<file path="src/verilog/rtc_pkg.sv">
// rtc_pkg: register map, field layout, reset values and timing constants
// for the real-time clock with latched time reads and interrupts.
// assumes: one 40 MHz system clock; 8-bit register port.
package rtc_pkg;

	// -------------------------------------------------------------------
	// timing
	// -------------------------------------------------------------------
	localparam int unsigned CLK_HZ          = 40_000_000;
	localparam int unsigned HUNDREDTH_NS    = 10_000_000;
	localparam int unsigned HUNDREDTH_CYC   =
		(CLK_HZ / 1000) * (HUNDREDTH_NS / 1000) / 1000;

	// -------------------------------------------------------------------
	// register offsets
	// -------------------------------------------------------------------
	localparam logic [4:0] ADDR_HUNDREDTHS  = 5'h00;
	localparam logic [4:0] ADDR_TIME_LAST   = 5'h07;
	localparam logic [4:0] ADDR_ALARM_FIRST = 5'h08;
	localparam logic [4:0] ADDR_ALARM_LAST  = 5'h0f;
	localparam logic [4:0] ADDR_INT_MASK    = 5'h10; // write: mask
	localparam logic [4:0] ADDR_INT_STATUS  = 5'h10; // read: status
	localparam logic [4:0] ADDR_COMMAND     = 5'h11;

	// time field index (same as offset, alarm is offset minus 8)
	localparam int unsigned F_HUND  = 0;
	localparam int unsigned F_HOUR  = 1;
	localparam int unsigned F_MIN   = 2;
	localparam int unsigned F_SEC   = 3;
	localparam int unsigned F_MONTH = 4;
	localparam int unsigned F_DATE  = 5;
	localparam int unsigned F_YEAR  = 6;
	localparam int unsigned F_DAY   = 7;
	localparam int unsigned N_FIELDS = 8;

	// status / mask bit positions
	localparam int unsigned B_ALARM  = 0;
	localparam int unsigned B_HUND   = 1;
	localparam int unsigned B_TENTH  = 2;
	localparam int unsigned B_SEC    = 3;
	localparam int unsigned B_MIN    = 4;
	localparam int unsigned B_HOUR   = 5;
	localparam int unsigned B_DAY    = 6;
	localparam int unsigned B_ANY    = 7;

	// alarm entry: this bit set means the field is ignored (hundredths: must be zero)
	localparam int unsigned ALARM_MASK_BIT = 7;

	// command register fields
	localparam int unsigned C_FREQ_LO = 0;
	localparam int unsigned C_FREQ_HI = 1;
	localparam int unsigned C_RUN     = 3;
	localparam int unsigned C_INT_EN  = 4;
	localparam int unsigned C_TEST    = 5;

	// reset values
	localparam logic [7:0] RST_MASK    = 8'h00;
	localparam logic [7:0] RST_STATUS  = 8'h00;
	localparam logic [7:0] RST_COMMAND = 8'h00;
	localparam logic [7:0] RST_ALARM   = 8'h00;
	localparam logic [7:0] RST_ONE     = 8'h01; // month and date
	localparam logic [7:0] RST_ZERO    = 8'h00;

	// counter limits
	localparam logic [7:0] MAX_HUND  = 8'h63; // 99
	localparam logic [7:0] MAX_SEC   = 8'h3b; // 59
	localparam logic [7:0] MAX_HOUR  = 8'h17; // 23
	localparam logic [7:0] MAX_MONTH = 8'h0c; // 12
	localparam logic [7:0] MAX_YEAR  = 8'h63; // 99
	localparam logic [7:0] MAX_DAY   = 8'h06; // 0..6

endpackage

</file>
<file path="src/verilog/alarm_compare.sv">
// alarm_compare: matches alarm storage against the live time counters.
// assumes: fields packed by index, alarm bit 7 set means field ignored, except hundredths, which must then be zero.
`timescale 1ns/1ps
module alarm_compare (
	input  wire logic [7:0][7:0] time_in,  // live counters
	input  wire logic [7:0][7:0] alarm_in, // alarm storage
	output logic                 match_out // all unmasked fields equal, masked hundredths at zero
);
	import rtc_pkg::*;

	logic [7:0] field_ok;

	// -------------------------------------------------------------------
	// per-field compare
	// -------------------------------------------------------------------
	genvar g;
	generate
		for (g = 0; g < 8; g++) begin : g_field
			if (g == F_HUND) begin : g_hund
				// masked hundredths counts as zero, not as don't-care
				assign field_ok[g] = alarm_in[g][ALARM_MASK_BIT] ?
					(time_in[g] == RST_ZERO) :
					(time_in[g] == alarm_in[g]); // RULE15
			end else begin : g_other
				assign field_ok[g] = alarm_in[g][ALARM_MASK_BIT] ||
					(time_in[g] == alarm_in[g]); // RULE14
			end
		end
	endgenerate

	assign match_out = &field_ok;

endmodule

</file>
<file path="src/verilog/rtc_core.sv">
// rtc_core: time counters, read latching, alarm and periodic interrupts.
// assumes: register master on sys_clk_in, one-cycle strobes, data read
// back the cycle after the read strobe.
//
// Functional notes
// RULE1 - reading hundredths captures the other seven time counters
// RULE2 - hundredths value comes live from its counter, never latched
// RULE3 - time registers return the snapshot until hundredths read again
// RULE4 - host reads hundredths first, then the other time registers
// RULE5 - alarm storage and other ram reads are direct, never latched
// RULE6 - status records every counter advance regardless of mask
// RULE7 - status read clears all bits right after returning them
// RULE8 - bit 7 marks any interrupt, bit 0 marks alarm source
// RULE9 - status read releases the interrupt output
// RULE10 - periodic needs global enable and a mask bit in 1..6
// RULE11 - periodic fires on each increment of a selected counter
// RULE12 - alarm needs global enable and mask bit 0
// RULE13 - alarm match sets status bits 0 and 7 and drives output
// RULE14 - alarm compare ignores masked fields
// RULE15 - masked hundredths alarm behaves as if it held zero
// RULE16 - host isr reads status to release and identify source
// RULE17 - mask at 0x10, command register at 0x11
// RULE18 - mask 0x08 selects one-second periodic interrupt only
// RULE19 - status bits 1..6 sit where the periodic mask bits sit
//
// The address-and-strobe port was chosen for this implementation.
`timescale 1ns/1ps
module rtc_core #(
	parameter int unsigned TICK_CYCLES = rtc_pkg::HUNDREDTH_CYC
) (
	input  wire logic       sys_clk_in,   // 40 MHz system clock
	input  wire logic       reset_in,     // async reset, active high
	input  wire logic [4:0] addr_in,      // register address
	input  wire logic [7:0] wr_data_in,   // write data
	input  wire logic       wr_in,        // write strobe
	input  wire logic       rd_in,        // read strobe
	output logic      [7:0] rd_data_out,  // read data, cycle after rd_in
	output logic            irq_out,      // level interrupt, high active
	output logic            int_pin_out,  // open-drain pin level (0)
	output logic            int_pin_oe_out // open-drain pin enable
);
	import rtc_pkg::*;

	// -------------------------------------------------------------------
	// state
	// -------------------------------------------------------------------
	logic [7:0][7:0] time_reg,  time_next;
	logic [7:0][7:0] latch_reg, latch_next;
	logic [7:0][7:0] alarm_reg, alarm_next;
	logic [7:0]      mask_reg,  mask_next;
	logic [7:0]      status_reg, status_next;
	logic [7:0]      command_reg, command_next;
	logic [7:0]      rd_data_reg, rd_data_next;
	logic            irq_reg,   irq_next;
	logic            tick_d_reg, tick_d_next;
	logic [31:0]     pre_reg,   pre_next;

	logic            tick;
	logic [6:1]      adv;
	logic            match;
	logic            alarm_fire;
	logic            periodic_fire;
	logic            status_rd;
	logic            int_en;

	assign int_en    = command_reg[C_INT_EN];
	assign status_rd = rd_in && (addr_in == ADDR_INT_STATUS);

	// -------------------------------------------------------------------
	// hundredths time base
	// -------------------------------------------------------------------
	always_comb begin
		pre_next = pre_reg;
		tick     = 1'b0;
		if (command_reg[C_TEST] && command_reg[C_RUN]) begin
			// test mode drives the hundredths counter every clock
			tick     = 1'b1;
			pre_next = 32'h0;
		end else if (command_reg[C_RUN]) begin
			if (pre_reg >= TICK_CYCLES - 1) begin
				pre_next = 32'h0;
				tick     = 1'b1;
			end else begin
				pre_next = pre_reg + 32'h1;
			end
		end
	end

	// -------------------------------------------------------------------
	// calendar counters
	// -------------------------------------------------------------------
	function automatic logic [7:0] month_days(input logic [7:0] m,
						  input logic [7:0] y);
		case (m)
			8'h02:   month_days = (y[1:0] == 2'b00) ? 8'h1d : 8'h1c;
			8'h04, 8'h06, 8'h09, 8'h0b:
				month_days = 8'h1e;
			default: month_days = 8'h1f;
		endcase
	endfunction

	always_comb begin
		time_next = time_reg;
		adv       = '0;
		if (tick) begin
			adv[B_HUND] = 1'b1;
			if (time_reg[F_HUND] % 8'h0a == 8'h09)
				adv[B_TENTH] = 1'b1;
			time_next[F_HUND] = time_reg[F_HUND] + 8'h01;
			if (time_reg[F_HUND] >= MAX_HUND) begin
				time_next[F_HUND] = RST_ZERO;
				adv[B_SEC] = 1'b1;
				time_next[F_SEC] = time_reg[F_SEC] + 8'h01;
				if (time_reg[F_SEC] >= MAX_SEC) begin
					time_next[F_SEC] = RST_ZERO;
					adv[B_MIN] = 1'b1;
					time_next[F_MIN] = time_reg[F_MIN] + 8'h01;
					if (time_reg[F_MIN] >= MAX_SEC) begin
						time_next[F_MIN] = RST_ZERO;
						adv[B_HOUR] = 1'b1;
						time_next[F_HOUR] = time_reg[F_HOUR] + 8'h01;
						if (time_reg[F_HOUR] >= MAX_HOUR) begin
							time_next[F_HOUR] = RST_ZERO;
							adv[B_DAY] = 1'b1;
						end
					end
				end
			end
			if (adv[B_DAY]) begin
				time_next[F_DAY] = (time_reg[F_DAY] >= MAX_DAY) ?
					RST_ZERO : time_reg[F_DAY] + 8'h01;
				time_next[F_DATE] = time_reg[F_DATE] + 8'h01;
				if (time_reg[F_DATE] >= month_days(time_reg[F_MONTH],
						time_reg[F_YEAR])) begin
					time_next[F_DATE]  = RST_ONE;
					time_next[F_MONTH] = time_reg[F_MONTH] + 8'h01;
					if (time_reg[F_MONTH] >= MAX_MONTH) begin
						time_next[F_MONTH] = RST_ONE;
						time_next[F_YEAR] =
							(time_reg[F_YEAR] >= MAX_YEAR) ?
							RST_ZERO : time_reg[F_YEAR] + 8'h01;
					end
				end
			end
		end
		// a host write wins over a simultaneous count
		if (wr_in && (addr_in <= ADDR_TIME_LAST))
			time_next[addr_in[2:0]] = wr_data_in;
	end

	always_ff @(posedge sys_clk_in or posedge reset_in) begin
		if (reset_in) begin
			pre_reg  <= 32'h0;
			time_reg <= {RST_ZERO, RST_ZERO, RST_ONE, RST_ONE,
				     RST_ZERO, RST_ZERO, RST_ZERO, RST_ZERO};
		end else begin
			pre_reg  <= pre_next;
			time_reg <= time_next;
		end
	end

	// -------------------------------------------------------------------
	// alarm compare
	// -------------------------------------------------------------------
	alarm_compare u_alarm (
		.time_in   (time_reg),
		.alarm_in  (alarm_reg),
		.match_out (match)
	);

	// evaluated once, the cycle after each count, so a match fires once
	assign alarm_fire    = tick_d_reg && match &&
			       int_en && mask_reg[B_ALARM]; // RULE12 RULE13
	assign periodic_fire = int_en &&
			       |(adv & mask_reg[B_DAY:B_HUND]); // RULE10 RULE11 RULE18

	// -------------------------------------------------------------------
	// registers, status and interrupt
	// -------------------------------------------------------------------
	always_comb begin
		latch_next   = latch_reg;
		alarm_next   = alarm_reg;
		mask_next    = mask_reg;
		command_next = command_reg;
		rd_data_next = 8'h00;
		tick_d_next  = tick;

		if (wr_in) begin
			if (addr_in >= ADDR_ALARM_FIRST && addr_in <= ADDR_ALARM_LAST)
				alarm_next[addr_in[2:0]] = wr_data_in;
			if (addr_in == ADDR_INT_MASK)
				mask_next = wr_data_in; // RULE17
			if (addr_in == ADDR_COMMAND)
				command_next = wr_data_in; // RULE17
		end

		if (rd_in) begin
			if (addr_in == ADDR_HUNDREDTHS) begin
				rd_data_next = time_reg[F_HUND]; // RULE2
				latch_next   = time_reg; // RULE1
			end else if (addr_in <= ADDR_TIME_LAST) begin
				rd_data_next = latch_reg[addr_in[2:0]]; // RULE3 RULE4
			end else if (addr_in <= ADDR_ALARM_LAST) begin
				rd_data_next = alarm_reg[addr_in[2:0]]; // RULE5
			end else if (addr_in == ADDR_INT_STATUS) begin
				rd_data_next = status_reg;
			end else if (addr_in == ADDR_COMMAND) begin
				rd_data_next = command_reg;
			end
		end

		// clear on read, but an event in the same cycle survives
		status_next = status_rd ? RST_STATUS : status_reg; // RULE7
		status_next[B_DAY:B_HUND] =
			status_next[B_DAY:B_HUND] | adv; // RULE6 RULE19
		if (alarm_fire) begin
			status_next[B_ALARM] = 1'b1; // RULE8 RULE13
			status_next[B_ANY]   = 1'b1;
		end
		if (periodic_fire)
			status_next[B_ANY] = 1'b1; // RULE8

		irq_next = (status_rd ? 1'b0 : irq_reg) ||
			   alarm_fire || periodic_fire; // RULE9 RULE16
	end

	always_ff @(posedge sys_clk_in or posedge reset_in) begin
		if (reset_in) begin
			latch_reg   <= '0;
			alarm_reg   <= {8{RST_ALARM}};
			mask_reg    <= RST_MASK;
			command_reg <= RST_COMMAND;
			status_reg  <= RST_STATUS;
			rd_data_reg <= 8'h00;
			irq_reg     <= 1'b0;
			tick_d_reg  <= 1'b0;
		end else begin
			latch_reg   <= latch_next;
			alarm_reg   <= alarm_next;
			mask_reg    <= mask_next;
			command_reg <= command_next;
			status_reg  <= status_next;
			rd_data_reg <= rd_data_next;
			irq_reg     <= irq_next;
			tick_d_reg  <= tick_d_next;
		end
	end

	assign rd_data_out    = rd_data_reg;
	assign irq_out        = irq_reg;
	assign int_pin_out    = 1'b0;
	assign int_pin_oe_out = irq_reg; // RULE13

endmodule

</file>
<file path="config.mk">
export PLATFORM = sky130hd
export DESIGN_NAME = rtc_core
export DESIGN_NICKNAME = d
export VERILOG_FILES = /design/src/verilog/rtc_pkg.sv /design/src/verilog/alarm_compare.sv /design/src/verilog/rtc_core.sv
export SDC_FILE = /design/constraint.sdc
export NUM_CORES = 1
export LEC_CHECK = 0
export BUFFER_PORTS_ARGS = -buffer_cell sky130_fd_sc_hd__clkbuf_2
export CAP_MARGIN = 20
export CORE_UTILIZATION = 30
export DETAILED_ROUTE_END_ITERATION = 10
export PLACE_DENSITY = 0.5
export SYNTH_ARGS = -nofsm -noshare
export SYNTH_HDL_FRONTEND = slang
export SYNTH_SLANG_ARGS = --single-unit
</file>
<file path="constraint.sdc">
create_clock -name sys_clk_in -period 7.2 [get_ports sys_clk_in]
set_clock_uncertainty 0.1 [all_clocks]
set_input_delay 0.36 -clock sys_clk_in [delete_from_list [all_inputs] [get_ports sys_clk_in]]
set_output_delay 0.36 -clock sys_clk_in [all_outputs]
set_load 0.1 [all_outputs]
</file>
-- After elaboration in Yosys (flattened, before gate mapping)
Index checks and enable logic that the tools add are counted.
- register bits after elaboration: 257
- bits of input ports: 17
- logic and storage cells: 155
- $add $sub $neg: 9
- div/mod/pow operators: 1
- order comparisons: 14
- equal/unequal tests: 16
- muxes and demuxes: 49
- bitwise gates (word level): 2
- reduce and logical (&&, ||, !) cells: 31
- operators with widths (operator ; number):
    $mux 32 ; 5
    $mux 8 ; 17
    $bwmux 64 ; 2
    $mux 64 ; 2
    $add 8x1->8 const B ; 8
    $eq 8x8->1 ; 8
    $bmux 8 s3 ; 2
    $mux 24 ; 2
    $add 32x1->32 const B ; 1
    $ge 32x19->1 const B ; 1
    $demux 8 s3 ; 1
    $eq 8x4->1 const B ; 3
    $eq 8x3->1 const B ; 2
    $ge 8x6->1 const B ; 2
    $ge 8x7->1 const B ; 2
    $mux 16 ; 1
    $mux 1 ; 11
    $eq 5x5->1 const B ; 2
    $logic_and 1x1->1 ; 9
    $logic_or 1x1->1 ; 9
    $eq 8x2->1 const B ; 1
    $ge 8x3->1 const B ; 1
    $ge 8x4->1 const B ; 1
    $ge 8x5->1 const B ; 1
    other kinds (23) ; 28

-- Logic depth before layout (Yosys ltp)
- depth in word-level cells: 14
- mapped depth: 14

-- Cells and area by module
A second synthesis with hierarchy kept.
- cell total of the unflattened synthesis: 1457
- area total of the unflattened synthesis: 13561.8 um^2
- by module, submodules not included (module ; instances ; cells an instance ; area each (um^2) ; sequential area each (um^2)):
    rtc_core ; 1 ; 1369 ; 12887.4 ; 6233.5
    alarm_compare ; 1 ; 88 ; 674.4 ; 0.0

-- Worst setup path before layout
No wires, ideal clock.
- kind: register to register
- start: register time_reg[38] (netlist bit)
- end: register time_reg[33] (netlist bit)
- data arrival time: 2.684 ns
- setup slack: 4.351 ns
- cell stages (with the launch flop): 13
- buffers on the path: 1
- period minus slack after synthesis: 2.849 ns
- cell sequence: dfrtp_1 or4_1 a21oi_1 nand3_1 ha_1 nand2b_1 a21oi_1 o21a_1 nor4_4 clkbuf_1 nand3_1 o211ai_1 o21a_1
- RTL lines (item ; line ; text):
    start: declaration ; rtc_core.sv:47 ; logic [7:0][7:0] time_reg, time_next;
    start signal: assignment ; rtc_core.sv:154 ; time_reg <= {RST_ZERO, RST_ZERO, RST_ONE, RST_ONE,
    start signal: assignment ; rtc_core.sv:158 ; time_reg <= time_next;

==> impl_results.md <==
* F_max at around 270 MHz
* Clk sinks at ~250
* Max-slew violations at 0
* YS warnings at 0
* Syn_area_per_cell at about 9.4 sq um
* Tmin final at 3.64 ns
* Via count at between 10000 and 15000
* Slew HR at 26.7%
* Hold Vio Cnt, Final at 0
* Area Growth Syn to Fin at 12.8%
* Fin worst setup slack at around 3.6 ns
* GP Congestion at approximately 0.9
* # IOs at 28
* Pre-CTS WS at ~3.6 ns
* Core ar. at between 40000 and 50000 sq um
* Top post-synthesis cells by area: dfrtp_1 46%, nand2_1 8.0%, mux2_2 7.8%
* Post-cts resize count at 0
* Share of cells above drive strength 1 at around 15%
* Worst VDD drop at 0.000197 V
* Syn Nets at around 1500
* DRC at 0
* Synth Cell Area at 13400 sq um
* Wire per inst at roughly 22 um
* Gate count of the mapped netlist at 1424
* Antenna violations before repair at 0
* Final period utilization at roughly half
* Worst EP arrival at around 4 ns
* Reg-to-Reg Start: time_reg[38]
* Pre-Repair DR Iteration Count at 5
* Critical-path maximum fanout at 16
* Max H-tree Level at 1
* Final Setup Violations at 0
* Outcome: complete, no violations
* Die width at roughly 210 um
* Area share of the largest cell type after synthesis at between 40% and 50%
* Total gr overflow at 0
* Number of DRC markers in iteration 0 at between 900 and 1000
* Pwr dens at roughly 330 nW/um^2
* Final wirelength at about 44000 um
* Routed vias/inst at between 5 and 6
* RSZ-0062 raised after global routing: false
* Post-CTS Setup Bufs at 0
* Top cells by count, synth: 286 x nand2_1, 247 x dfrtp_1, 97 x nor2_1
* Final nets at 1433
* Ant diodes at 0
* Detailed Place HPWL at approximately 30000 um
* Worst endpoint required time at about 7.5 ns
* Total track usage at approximately a fifth
* Die Y at around 210 um
* Largest net degree at the start of global routing at 155
* Clock slew at reported path FFs at around 0.060 ns
* P_leak at 6.68 nW
* Hold WC Path Type: primary input to flop
* Crit Path Category: flop to flop
* First-pass GRT wire length at roughly 68000 um
* Crit start category: flop
* Post-synth ARST share at 100%
* CTS Buf Count at 30
* R2r endpoint: time_reg[53]
* Sequential area share after synthesis at 46.6%
* Max-cap violations at 0
* Input/output buffers at 26
* Die area at 45500 sq um
* FILL cells at 4554
* Min-Delay Path Depth at 3
* Worst-skew pair later-pin latency at roughly 0.57 ns
* Multi-input logic area at 6660 sq um
* Remaining antenna violation count at 0
* Setup slack, reg-to-reg at about 3.6 ns
* Hold EP: rd_data_out[1]
* Number of synthesized flops with an enable pin at 0
* CTS max path bufs at 3
* HP Start: rd_in
* CTS tree: done
* Distinct cells, synth at 78
* Worst-Margin Slew at around 1.1 ns
* Reg2reg path depth at 11
* Setup TNS at 0 ns
* Setup crit end kind: flop
* Row Count at 77
* Post-Route Utilization at roughly 34%
* Largest area contributor in the netlist: dfrtp_1
* Sequential Area at 6230 sq um
* Initial core utilization at between 30% and 40%
* Yosys reg bits at roughly 250
* Root Driver: clkbuf_16
* Post-synth top flop: dfrtp_1
* Vias in the first global route at around 10000
* Cell with the most instances after synthesis: nand2_1
## placed cells by master, fill, tap and decap left out, types with 9 or more instances in the layout
cell type    n
ha_1        18
inv_1       21
o21ai_1     16
nand4_1     16
a22oi_1     10
nand3_1     30
xor2_1      75
o21ai_0     66
and3_1      14
nor3_1      22
nor4_1      28
o22ai_1     24
a21oi_1     51
dfrtp_1    247
clkbuf_2    26
mux2i_1      9
nand2b_1    10
nor2_1      97
mux2_2      93
or3_1       10
a31oi_1     20
nor2b_1     14
clkbuf_16   31
nand2_1    286
xnor2_1     10
## critical path: stages (launching register included)
cell and delay, ns:
dfrtp_1 0.43, or4_1 0.60, a21oi_1 0.16, nand3_1 0.13, ha_1 0.28, nand2b_1 0.09, a21oi_1 0.08, o21a_1 0.29
nor4_4 0.71, nand2_1 0.37, nand3_1 0.18, o211ai_1 0.09
## per-layer routing
| metal | wire (um) | track usage, % | up-vias | share of wire, % |
|---|---|---|---|---|
| met5 | 0 | 0 | - | 0 |
| met2 | 20200 | 30.8 | 307 | 46 |
| met3 | 2300 | 2.49 | 69 | 5.2 |
| met4 | 1410 | 7.00 | 0 | 3.2 |
| li1 | - | - | 4969 | - |
| met1 | 20200 | 28.3 | 5486 | 46 |
## layout make-up
| type | instances | share of cell area [%] |
|---|---|---|
| multi-input cells | 1056 | 44.1 |
| flip-flops and latches | 249 | 41.3 |
| clock buffers | 41 | 5.92 |
| well taps | 592 | 4.91 |
| repair buffers | 37 | 1.64 |
| clock inverters | 15 | 1.54 |
| inverters | 24 | 0.621 |
## through the flow
step / hold slack [ns] / power (mW) / area [sq um] / std cells
after floorplan: 0.340 / 2.92 / 13400 / 1424
after global placement: 0.328 / 3.32 / 13900 / 1956
after detailed placement: 0.333 / 3.33 / 13900 / 1956
after CTS: 0.0566 / 5.06 / 15100 / 2013
after global routing: 0.0906 / 5.31 / 15100 / 2014
final: 0.0870 / 5.05 / 15100 / 2014
## timing repair
| item | 4_1_cts | 5_1_grt |
|---|---|---|
| endpoints found under the setup margin | 0 | 0 |
| hold endpoints to repair | 16 | 0 |
| hold buffers | 1 | 0 |
## where the power goes
group | switching (mW) | internal [mW] | total (mW)
logic | 0.682 | 0.476 | 1.16
clock network | 0.635 | 1.08 | 1.71
registers | 0.473 | 1.70 | 2.18
total | 1.79 | 3.26 | 5.05
## cells by family (layout without fill, tap and decap cells)
| kind of cell | count (synthesis) | count (layout) | synth area share [%] |
|---|---|---|---|
| DFF | 249 | 249 | 46.6 |
| and+or+nand+nor | 573 | 573 | 19.9 |
| muxes | 108 | 108 | 9.51 |
| adders and majority gates | 18 | 18 | 1.68 |
| other | 1 | 1 | 0.0280 |
| xor gates and xnor gates | 85 | 85 | 5.56 |
| AOI/OAI and AO/OA | 271 | 271 | 13.0 |
| buffers and inverters | 119 | 117 | 3.70 |
## worst max path at each step
stage | end | slack (ns) | startpoint | cells past startpoint
after floorplan | alarm_reg[0] | 3.47 | reset_in | 1
after CTS | time_reg[53] | 3.56 | time_reg[38] | 11
final | time_reg[53] | 3.56 | time_reg[38] | 11
after global routing | time_reg[53] | 3.29 | time_reg[38] | 11
after global placement | time_reg[53] | 3.61 | time_reg[38] | 11
after detailed placement | time_reg[53] | 3.58 | time_reg[38] | 11
Note: power is estimated with default switching activity, not from simulation.
